**config.mk**
```make
export PLATFORM = sky130hd
export DESIGN_NAME = pwr_clk_ctrl
export DESIGN_NICKNAME = d
export VERILOG_FILES = /design/src/pwr_clk_pkg.sv /design/src/pwr_clk_ctrl.sv
export SDC_FILE = /design/constraint.sdc
export NUM_CORES = 1
export LEC_CHECK = 0
export CAP_MARGIN = 25
export CORE_UTILIZATION = 60
export DETAILED_ROUTE_END_ITERATION = 6
export DONT_BUFFER_PORTS = 1
export GPL_ROUTABILITY_DRIVEN = 0
export PLACE_DENSITY = 0.76
export SETUP_SLACK_MARGIN = 0.05
export SLEW_MARGIN = 10
export SYNTH_ARGS = -nofsm -noshare
export SYNTH_HDL_FRONTEND = slang
export SYNTH_SLANG_ARGS = --single-unit
```
**constraint.sdc**
```tcl
create_clock -name i_core_clk -period 3.8 [get_ports i_core_clk]
set_input_delay 0.38 -clock i_core_clk [delete_from_list [all_inputs] [get_ports i_core_clk]]
set_output_delay 0.38 -clock i_core_clk [all_outputs]
set_load 0.02 [all_outputs]
```
**src/pwr_clk_pkg.sv**
```systemverilog
// Package for the power-down and clock-gating controller.
// Assumes a classic Wishbone slave with 32-bit data and one core clock.
package pwr_clk_pkg;
    localparam logic [7:0] ADDR_PWRCTL = 8'h00;
    localparam logic [7:0] ADDR_AHBCLK = 8'h04;
    localparam logic [7:0] ADDR_UNLOCK = 8'h08;
    localparam logic [7:0] ADDR_SYSCTL = 8'h0C;
    localparam logic [7:0] UNLOCK_KEY0 = 8'h59;
    localparam logic [7:0] UNLOCK_KEY1 = 8'h16;
    localparam logic [7:0] UNLOCK_KEY2 = 8'h88;
    localparam int BIT_POWER_DOWN_ARM = 7;
    localparam int BIT_WKIF = 6;
    localparam int BIT_WKIEN = 5;
    localparam int BIT_WKDLY = 4;
    localparam int BIT_SLOW_RC_OSCILLATOR = 3;
    localparam int BIT_FAST_RC_OSCILLATOR = 2;
    localparam int BIT_KEEP = 9;
    localparam int BIT_DEEP = 2;
    localparam int BIT_DIVCK = 4;
    localparam int BIT_ISPCK = 2;
    localparam logic [31:0] PWRCTL_RESET = 32'h0000001C;
    localparam logic [31:0] PWRCTL_WMASK = 32'h000002BF;
    localparam logic [31:0] AHBCLK_RESET = 32'h00000014;
    localparam logic [31:0] AHBCLK_MASK = 32'h00000014;
    localparam logic [1:0] XTL_GPIO = 2'h0;
    localparam logic [1:0] XTL_FAST = 2'h1;
    localparam logic [1:0] XTL_SLOW = 2'h2;
    localparam logic [1:0] XTL_EXTCLK = 2'h3;
    localparam int DLY_FAST_XTAL = 4096;
    localparam int DLY_FAST_RC = 256;
    localparam logic [12:0] DLY_FAST_XTAL_CNT = 13'(DLY_FAST_XTAL);
    localparam logic [12:0] DLY_FAST_RC_CNT = 13'(DLY_FAST_RC);

    typedef struct packed {
        logic [7:0] adr;
        logic [31:0] dat;
        logic [3:0] sel;
        logic we;
        logic cyc;
        logic stb;
    } wb_req_type;

    typedef struct packed {
        logic fast_xtal_en;
        logic slow_xtal_en;
        logic ext_clk_in;
        logic fast_rc_en;
        logic slow_rc_en;
    } osc_ctl_type;

    typedef enum logic [1:0] {
        ST_RUN = 2'b00,
        ST_IDLE = 2'b01,
        ST_PDOWN = 2'b11,
        ST_WAKE = 2'b10
    } pm_state_type;
endpackage : pwr_clk_pkg

```
**src/pwr_clk_ctrl.sv**
```systemverilog
// Power-down, idle and AHB clock-gating controller with a Wishbone slave.
// Assumes the core pulses i_sleep_req on a wait instruction and sources pulse wake events.
// What this block does
// - Arm bit with deep sleep picks power-down, else idle
// - Wake-up from power-down sets the wake flag
// - Writing one clears flag, zero ignored
// - Flag works only with interrupt enable set
// - Interrupt when flag and enable high
// - Wake delay 4096 crystal, 256 RC
// - Slow RC enable turns oscillator on
// - Fast RC enable turns oscillator on
// - Crystal pin select has four encodings
// - Idle stops only CPU clock
// - Normal run: clocks follow registers
// - Deep sleep plus arm gives power-down
// - AHB gate bit four drives divider clock
// - AHB gate bit two drives flash clock
// - Protected bits need unlock first
// - Arm bit clears on power-down wake
// - Power-down stops fast oscillators, slow optional
//
// Added by the designer: the Wishbone interface to the registers.
module pwr_clk_ctrl
    import pwr_clk_pkg::*;
(
    input wire logic i_core_clk,
    input wire logic i_rst,
    input wire pwr_clk_pkg::wb_req_type i_wb,
    output logic [31:0] o_wb_dat,
    output logic o_wb_ack,
    input wire logic i_sleep_req,
    input wire logic i_wake_evt,
    input wire logic i_sysclk_from_fast_xtal,
    output logic o_cpu_clk_en,
    output logic o_divider_unit_clk_en,
    output logic o_flash_prog_clk_en,
    output pwr_clk_pkg::osc_ctl_type o_osc,
    output logic o_fast_periph_clk_en,
    output logic o_wake_irq
);
    import pwr_clk_pkg::*;

    logic [31:0] pwrctl_ff;
    logic [31:0] ahbclk_ff;
    logic sysctl_deep_ff;
    logic [1:0] unlock_step_ff;
    logic unlocked_ff;
    logic [12:0] dly_cnt_ff;
    logic ack_ff;
    logic [31:0] rdat_ff;
    pm_state_type state_ff;
    pm_state_type nxt_state;
    logic cpu_en_ff, div_en_ff, isp_en_ff, irq_ff, fast_periph_ff;
    osc_ctl_type osc_ff;

    // Bus decode: one answer per request, ack drops the cycle after
    wire req = i_wb.cyc & i_wb.stb & ~ack_ff;
    wire wr = req & i_wb.we & i_wb.sel[0];
    wire wr_hi = req & i_wb.we & i_wb.sel[1];
    wire wr_pwr = wr & (i_wb.adr == ADDR_PWRCTL);
    wire wr_ahb = wr & (i_wb.adr == ADDR_AHBCLK);
    wire wr_key = wr & (i_wb.adr == ADDR_UNLOCK);
    wire wr_sys = wr & (i_wb.adr == ADDR_SYSCTL);
    wire [31:0] rd_mux = (i_wb.adr == ADDR_PWRCTL) ? pwrctl_ff :
                         (i_wb.adr == ADDR_AHBCLK) ? ahbclk_ff :
                         (i_wb.adr == ADDR_UNLOCK) ? {31'h00000000, unlocked_ff} :
                         (i_wb.adr == ADDR_SYSCTL) ? {29'h00000000, sysctl_deep_ff, 2'h0} : 32'h00000000;

    // Power-down is chosen only with deep sleep and arm both set
    wire pd_go = sysctl_deep_ff & pwrctl_ff[BIT_POWER_DOWN_ARM];
    wire [1:0] xtl = pwrctl_ff[1:0];
    wire in_pd = (state_ff == ST_PDOWN);
    wire wake_from_pd = in_pd & i_wake_evt;
    // Flag is only set while its interrupt enable is on; set wins over clear
    wire set_flag = wake_from_pd & pwrctl_ff[BIT_WKIEN];
    wire clr_flag = wr_pwr & i_wb.dat[BIT_WKIF];
    wire [12:0] dly_load = i_sysclk_from_fast_xtal ? DLY_FAST_XTAL_CNT : DLY_FAST_RC_CNT;
    wire [31:0] wmask = unlocked_ff ? PWRCTL_WMASK : 32'h00000000;
    wire [31:0] bytemask = {16'h0000, {8{wr_hi}}, {8{1'b1}}};
    wire [31:0] pwr_wr_val = (pwrctl_ff & ~(wmask & bytemask)) | (i_wb.dat & wmask & bytemask);

    // Sleep sequencer
    always_comb
    begin
        nxt_state = state_ff;
        case (state_ff)
            ST_RUN:
            begin
                if (i_sleep_req)
                    nxt_state = pd_go ? ST_PDOWN : ST_IDLE;
            end
            ST_IDLE:
            begin
                if (i_wake_evt)
                    nxt_state = ST_RUN;
            end
            ST_PDOWN:
            begin
                if (i_wake_evt)
                    nxt_state = pwrctl_ff[BIT_WKDLY] ? ST_WAKE : ST_RUN;
            end
            ST_WAKE:
            begin
                if (dly_cnt_ff == 13'h0001)
                    nxt_state = ST_RUN;
            end
            default: nxt_state = ST_RUN;
        endcase
    end

    always_ff @(posedge i_core_clk or posedge i_rst)
    begin
        if (i_rst)
            state_ff <= ST_RUN;
        else
            state_ff <= nxt_state;
    end

    // Stabilisation counter loaded on wake
    always_ff @(posedge i_core_clk or posedge i_rst)
    begin
        if (i_rst)
            dly_cnt_ff <= 13'h0000;
        else if (wake_from_pd)
            dly_cnt_ff <= dly_load;
        else if (dly_cnt_ff != 13'h0000)
            dly_cnt_ff <= dly_cnt_ff - 13'h0001;
    end

    // Unlock key sequencer; a wrong byte restarts it
    always_ff @(posedge i_core_clk or posedge i_rst)
    begin
        if (i_rst)
        begin
            unlock_step_ff <= 2'h0;
            unlocked_ff <= 1'b0;
        end
        else if (wr_key)
        begin
            if (unlock_step_ff == 2'h0 && i_wb.dat[7:0] == UNLOCK_KEY0)
                unlock_step_ff <= 2'h1;
            else if (unlock_step_ff == 2'h1 && i_wb.dat[7:0] == UNLOCK_KEY1)
                unlock_step_ff <= 2'h2;
            else if (unlock_step_ff == 2'h2 && i_wb.dat[7:0] == UNLOCK_KEY2)
            begin
                unlock_step_ff <= 2'h0;
                unlocked_ff <= 1'b1;
            end
            else
            begin
                unlock_step_ff <= 2'h0;
                unlocked_ff <= 1'b0;
            end
        end
    end

    // Power-down control register
    always_ff @(posedge i_core_clk or posedge i_rst)
    begin
        if (i_rst)
            pwrctl_ff <= PWRCTL_RESET;
        else
        begin
            if (wr_pwr)
                pwrctl_ff <= pwr_wr_val;
            if (wake_from_pd)
                pwrctl_ff[BIT_POWER_DOWN_ARM] <= 1'b0;
            if (set_flag)
                pwrctl_ff[BIT_WKIF] <= 1'b1;
            else if (clr_flag)
                pwrctl_ff[BIT_WKIF] <= 1'b0;
            else
                pwrctl_ff[BIT_WKIF] <= pwrctl_ff[BIT_WKIF];
        end
    end

    // AHB gates and system control; not write protected
    always_ff @(posedge i_core_clk or posedge i_rst)
    begin
        if (i_rst)
        begin
            ahbclk_ff <= AHBCLK_RESET;
            sysctl_deep_ff <= 1'b0;
        end
        else
        begin
            if (wr_ahb)
                ahbclk_ff <= i_wb.dat & AHBCLK_MASK;
            if (wr_sys)
                sysctl_deep_ff <= i_wb.dat[BIT_DEEP];
        end
    end

    // Bus answer one cycle after the request
    always_ff @(posedge i_core_clk or posedge i_rst)
    begin
        if (i_rst)
        begin
            ack_ff <= 1'b0;
            rdat_ff <= 32'h00000000;
        end
        else
        begin
            ack_ff <= req;
            rdat_ff <= req ? rd_mux : 32'h00000000;
        end
    end

    // Clock gates: registers rule in run, sleep states override
    wire run_like = (state_ff == ST_RUN);
    // CPU waits until the sleep gates have reopened; costs one cycle on a plain wake
    wire cpu_go = (nxt_state == ST_RUN) & ~in_pd;
    wire keep_slow = pwrctl_ff[BIT_KEEP] & (xtl == XTL_SLOW);
    osc_ctl_type osc_nxt;
    always_comb
    begin
        osc_nxt.fast_xtal_en = (xtl == XTL_FAST) & ~in_pd;
        osc_nxt.slow_xtal_en = (xtl == XTL_SLOW) & (~in_pd | keep_slow);
        osc_nxt.ext_clk_in = (xtl == XTL_EXTCLK);
        osc_nxt.fast_rc_en = pwrctl_ff[BIT_FAST_RC_OSCILLATOR] & ~in_pd;
        osc_nxt.slow_rc_en = pwrctl_ff[BIT_SLOW_RC_OSCILLATOR];
    end

    always_ff @(posedge i_core_clk or posedge i_rst)
    begin
        if (i_rst)
        begin
            cpu_en_ff <= 1'b1;
            div_en_ff <= 1'b1;
            isp_en_ff <= 1'b1;
            irq_ff <= 1'b0;
            fast_periph_ff <= 1'b1;
            osc_ff <= '0;
        end
        else
        begin
            cpu_en_ff <= cpu_go;
            div_en_ff <= ahbclk_ff[BIT_DIVCK] & ~in_pd;
            isp_en_ff <= ahbclk_ff[BIT_ISPCK] & ~in_pd;
            fast_periph_ff <= ~in_pd;
            irq_ff <= pwrctl_ff[BIT_WKIF] & pwrctl_ff[BIT_WKIEN];
            osc_ff <= osc_nxt;
        end
    end

    assign o_wb_dat = rdat_ff;
    assign o_wb_ack = ack_ff;
    assign o_cpu_clk_en = cpu_en_ff;
    assign o_divider_unit_clk_en = div_en_ff;
    assign o_flash_prog_clk_en = isp_en_ff;
    assign o_osc = osc_ff;
    assign o_fast_periph_clk_en = fast_periph_ff;
    assign o_wake_irq = irq_ff;

    // Checks
    property p_irq;
        @(posedge i_core_clk) disable iff (i_rst)
        (pwrctl_ff[BIT_WKIF] & pwrctl_ff[BIT_WKIEN]) |=> o_wake_irq;
    endproperty
    a_irq: assert property (p_irq) else $error("wake irq missing");

    property p_pd_entry;
        @(posedge i_core_clk) disable iff (i_rst)
        (run_like & i_sleep_req & pd_go) |=> in_pd ##1 ~o_cpu_clk_en;
    endproperty
    a_pd_entry: assert property (p_pd_entry) else $error("power-down not entered");

    property p_idle;
        @(posedge i_core_clk) disable iff (i_rst)
        (run_like & i_sleep_req & ~pd_go) |=> (state_ff == ST_IDLE) ##1 (~o_cpu_clk_en & o_osc.fast_rc_en == pwrctl_ff[BIT_FAST_RC_OSCILLATOR]);
    endproperty
    a_idle: assert property (p_idle) else $error("idle mode wrong");

    property p_arm_clear;
        @(posedge i_core_clk) disable iff (i_rst)
        wake_from_pd |=> ~pwrctl_ff[BIT_POWER_DOWN_ARM];
    endproperty
    a_arm_clear: assert property (p_arm_clear) else $error("arm bit not cleared");

    property p_flag_set;
        @(posedge i_core_clk) disable iff (i_rst)
        set_flag |=> pwrctl_ff[BIT_WKIF];
    endproperty
    a_flag_set: assert property (p_flag_set) else $error("wake flag not set");

    property p_flag_gate;
        @(posedge i_core_clk) disable iff (i_rst)
        (~pwrctl_ff[BIT_WKIF] & ~pwrctl_ff[BIT_WKIEN] & ~$rose(pwrctl_ff[BIT_WKIEN])) |=> ~pwrctl_ff[BIT_WKIF];
    endproperty
    a_flag_gate: assert property (p_flag_gate) else $error("flag set without enable");

    property p_locked;
        @(posedge i_core_clk) disable iff (i_rst)
        (wr_pwr & ~unlocked_ff & ~wake_from_pd) |=> $stable(pwrctl_ff[BIT_WKIEN:0] & 6'h3F);
    endproperty
    a_locked: assert property (p_locked) else $error("protected bit changed while locked");

    property p_pd_fast_off;
        @(posedge i_core_clk) disable iff (i_rst)
        (in_pd ##1 in_pd) |-> (~o_osc.fast_xtal_en & ~o_osc.fast_rc_en & ~o_divider_unit_clk_en);
    endproperty
    a_pd_fast_off: assert property (p_pd_fast_off) else $error("fast clocks on in power-down");

    property p_wake_delay;
        @(posedge i_core_clk) disable iff (i_rst)
        (wake_from_pd & pwrctl_ff[BIT_WKDLY] & ~i_sysclk_from_fast_xtal) |=> ~o_cpu_clk_en [*8];
    endproperty
    a_wake_delay: assert property (p_wake_delay) else $error("cpu clock released early");

    property p_ahb_gate;
        @(posedge i_core_clk) disable iff (i_rst)
        (run_like & $past(run_like)) |=> (o_flash_prog_clk_en == $past(ahbclk_ff[BIT_ISPCK]));
    endproperty
    a_ahb_gate: assert property (p_ahb_gate) else $error("flash clock gate wrong");

    property p_wake_order;
        @(posedge i_core_clk) disable iff (i_rst)
        $rose(o_cpu_clk_en) |-> o_fast_periph_clk_en;
    endproperty
    a_wake_order: assert property (p_wake_order) else $error("cpu clock back before peripheral clocks");
endmodule : pwr_clk_ctrl

```
==> impl_metrics.sql <==
INSERT INTO impl_metrics (metric_group, metric, value, unit) VALUES
('power', 'pwr_density_cell', '381.6', 'nW/um^2'),
('synth', 'prevailing_post_synth_register_cell', 'dfrtp_1', ''),
('power', 'combinational_share_of_power', '4.7', '%'),
('sta', 'timing.fmax', '494.7', 'MHz'),
('placed_design', 'dpl.hpwl', '3.319', 'mm'),
('synth', 'synth_instances', '218', ''),
('setup_path', 'cp.required', '4.02', 'ns'),
('cts', 'root_buffer', 'clkbuf_8', ''),
('synth', 'synth-edff-count', '0', ''),
('cts', 'cts-root-to-sink-buffers', '2', ''),
('layout', 'finalNetCount', '273', ''),
('power', 'switching_share', '22.27', '%'),
('sta', 'setup_viol', '0', ''),
('layout', 'multiInputGateArea', '1017', 'um^2'),
('sta', 'report.final.hold_viol_count', '0', ''),
('routing', 'via_per_inst', '6.213', ''),
('cts', 'cts_made_buffers', '5', ''),
('setup_path', 'critical_path_arrival', '2.24', 'ns'),
('synth', 'synth.ff_latch_count', '50', ''),
('sta', 'finalWorstPathRequiredPeriod', '2.022', 'ns'),
('layout', 'antenna_cells', '0', ''),
('sta', 'fin_tns_setup', '0', 'ns'),
('min_path', 'hold_path.class', 'in -> async', ''),
('global_routing', 'grt_pass1_wl', '7.638', 'mm'),
('synth', 'yosys.cell_count.top_type', 'dfrtp_1', ''),
('sta', 'relSlewSlack', '42.21', '%'),
('cts', 'htreeDepth', '2', ''),
('global_routing', 'grt_antenna_before_repair', '0', ''),
('floorplanning', 'boundaryPins', '95', ''),
('cts', 'cts_setup_buffers', '0', ''),
('routing', 'route.vias.total', '1659', ''),
('power', 'peakVddDrop', '0.2627', 'mV'),
('power', 'static-leakage-power', '0.001081', 'uW'),
('power', 'pwr-share-clk', '38.4', '%'),
('cts', 'cts.reportedPaths.clkPinSlew', '0.09', 'ns'),
('cts', 'clock_insertion_delay_worst_skew', '0.30', 'ns'),
('layout', 'num-fill-cells', '275', ''),
('layout', 'layout_area_overhead', '3.268', '%'),
('layout', 'postLayoutCellArea', '2491', 'um^2'),
('global_routing', 'grt_use_total', '24.41', '%'),
('power', 'power.sequential.fraction', '57.0', '%'),
('setup_path', 'critical_path.endpoint_type', 'flop', ''),
('setup_path', 'worst_setup_path_start_kind', 'flop', ''),
('sta', 'final_cycle_utilization_of_the_critical_path', '53.20', '%'),
('floorplanning', 'floorplan.die.height', '65.41', 'um'),
('sta', 'finalClockSkew', '0.002902', 'ns'),
('routing', 'routed_wire_length_per_instance', '17.60', 'um'),
('synth', 'synth_largest_type_area_fraction', '42.53', '%'),
('routing', 'detailedRoute.firstPassIterationCount', '4', ''),
('routing', 'post-route-drc-count', '0', ''),
('synth', 'mappedNetlistArea', '2412', 'um^2'),
('routing', 'detail_route.iter0.violations', '105', ''),
('floorplanning', 'floorplan.rows', '22', ''),
('run_status', 'run_status', 'finished clean', ''),
('placed_design', 'numPortBuffers', '0', ''),
('synth', 'synth_cell_types', '46', ''),
('power', 'p_int', '739.0', 'uW'),
('global_routing', 'largest_net_degree_at_the_start_of_global_routing', '51', ''),
('sta', 'worst-slew-pin-transition', '0.8590', 'ns'),
('cts', 'cts.hold.buffers_added', '0', ''),
('floorplanning', 'die_area', '4278', 'um^2'),
('synth', 'number_of_warnings_issued_by_yosys', '0', ''),
('sta', 'final_max_slew_viol_count', '0', ''),
('cts', 'clock_sinks', '50', ''),
('cts', 'post_cts_resized', '0', ''),
('synth', 'syn_avg_cell_area', '11.07', 'um^2'),
('setup_path', 'path_class', 'reg -> reg', ''),
('setup_path', 'crit_fanout', '7', ''),
('floorplanning', 'overall_die_width', '65.41', 'um'),
('layout', 'drive_gt1_share', '16.44', '%'),
('floorplanning', 'start_util', '63.97', '%');
[stage by stage]
stage	util [%]	hold WS, ns	cells	setup WS [ns]	power, uW
6_report	66.06	0.01096	267	1.778	950.7
5_1_grt	66.06	0.03584	267	1.565	983.8
4_1_cts	65.33	0.1306	266	1.811	957.1
3_5_place_dp	62.44	0.4049	258	1.835	592.5
3_3_place_gp	62.44	0.3946	258	1.895	591.5
2_1_floorplan	-	0.3915	240	2.072	609.0
[placed cells by master, fill, tap and decap left out, types with 2 or more instances in the layout]
cell type  Yosys  layout
a21oi_1        8       8
and2_1        12      12
and3b_1        2       2
and4_1         3       3
clkbuf_8       0       5
clkinv_2       0       2
conb_1         1      23
dfrtp_1       41      41
dfstp_2        9       9
ha_1           3       3
inv_1          4       3
mux2_2        13      13
mux2i_1        3       3
nand2_1        5       5
nand2b_1       2       2
nand3_1        8       8
nand3b_1       2       2
nand4_1        5       5
nand4b_1       3       3
nor2_1        10      10
nor3_1         6       6
nor3b_1        3       3
nor4_1         2       2
o21ai_0        8       8
o22ai_1        2       2
o31ai_1        3       3
o41ai_1        2       2
or3_1          8       8
or4_1          3       3
xor2_1         3       3
[worst paths after layout]
check                               from             to  depth (start not counted)
setup / recovery           dly_cnt_ff[8]  dly_cnt_ff[5]                          4
hold / removal                     i_rst  dly_cnt_ff[8]                          1
setup reg to reg           dly_cnt_ff[8]  dly_cnt_ff[5]                          4
hold reg to reg                     flop       o_osc[0]                          0
max in group asynchronous          i_rst   ahbclk_ff[4]                          2
min in group i_core_clk         i_wb[41]    o_wb_dat[0]                          1
[metal layers]
layer / up-vias / global-route usage, % / wire length, um
met2: 78 / 38.53 / 2250
met5: - / 0 / 0
met1: 836 / 29.87 / 1935
li1: 735 / - / -
met3: 10 / 7.986 / 403
met4: 0 / 12.23 / 108
[power groups by stage]
stage / Clock, uW / Sequential [uW] / Combinational, uW
global route: 392 / 542 / 49.3
finish: 365 / 542 / 44.4
floorplan: 0 / 550 / 59.4
CTS: 375 / 542 / 40.9
detailed placement: 0 / 552 / 40.8
global placement: 0 / 551 / 40.1
[logic make-up (layout without fill, tap and decap cells)]
| group | after synthesis | in the layout | share of synthesized area [%] |
|---|---|---|---|
| muxes | 16 | 16 | 7.313 |
| AOI/OAI and AO/OA | 29 | 29 | 7.573 |
| xor gates and xnor gates | 4 | 4 | 1.453 |
| buffers and inverters | 34 | 13 | 8.921 |
| other | 1 | 23 | 0.1555 |
| DFF | 50 | 50 | 52.33 |
| adders and majority gates | 3 | 3 | 1.556 |
| and+or+nand+nor | 81 | 81 | 20.70 |
[worst max-delay path, cell delays in order, from the launching register on]
cell and delay, ns:
dfrtp_1 0.46, nor4_1 0.74, and4_1 0.44, o21ai_0 0.14
a21oi_1 0.16
[final cells by class]
type	instances	share of cell area (%)
clock inverter	3	1.607
tap	48	2.411
inverter	4	0.6027
timing repair buffer	1	1.105
clock buffer	5	2.762
sequential	50	50.68
multi-input combinational	156	40.83
(Power assumes the default switching activity.)
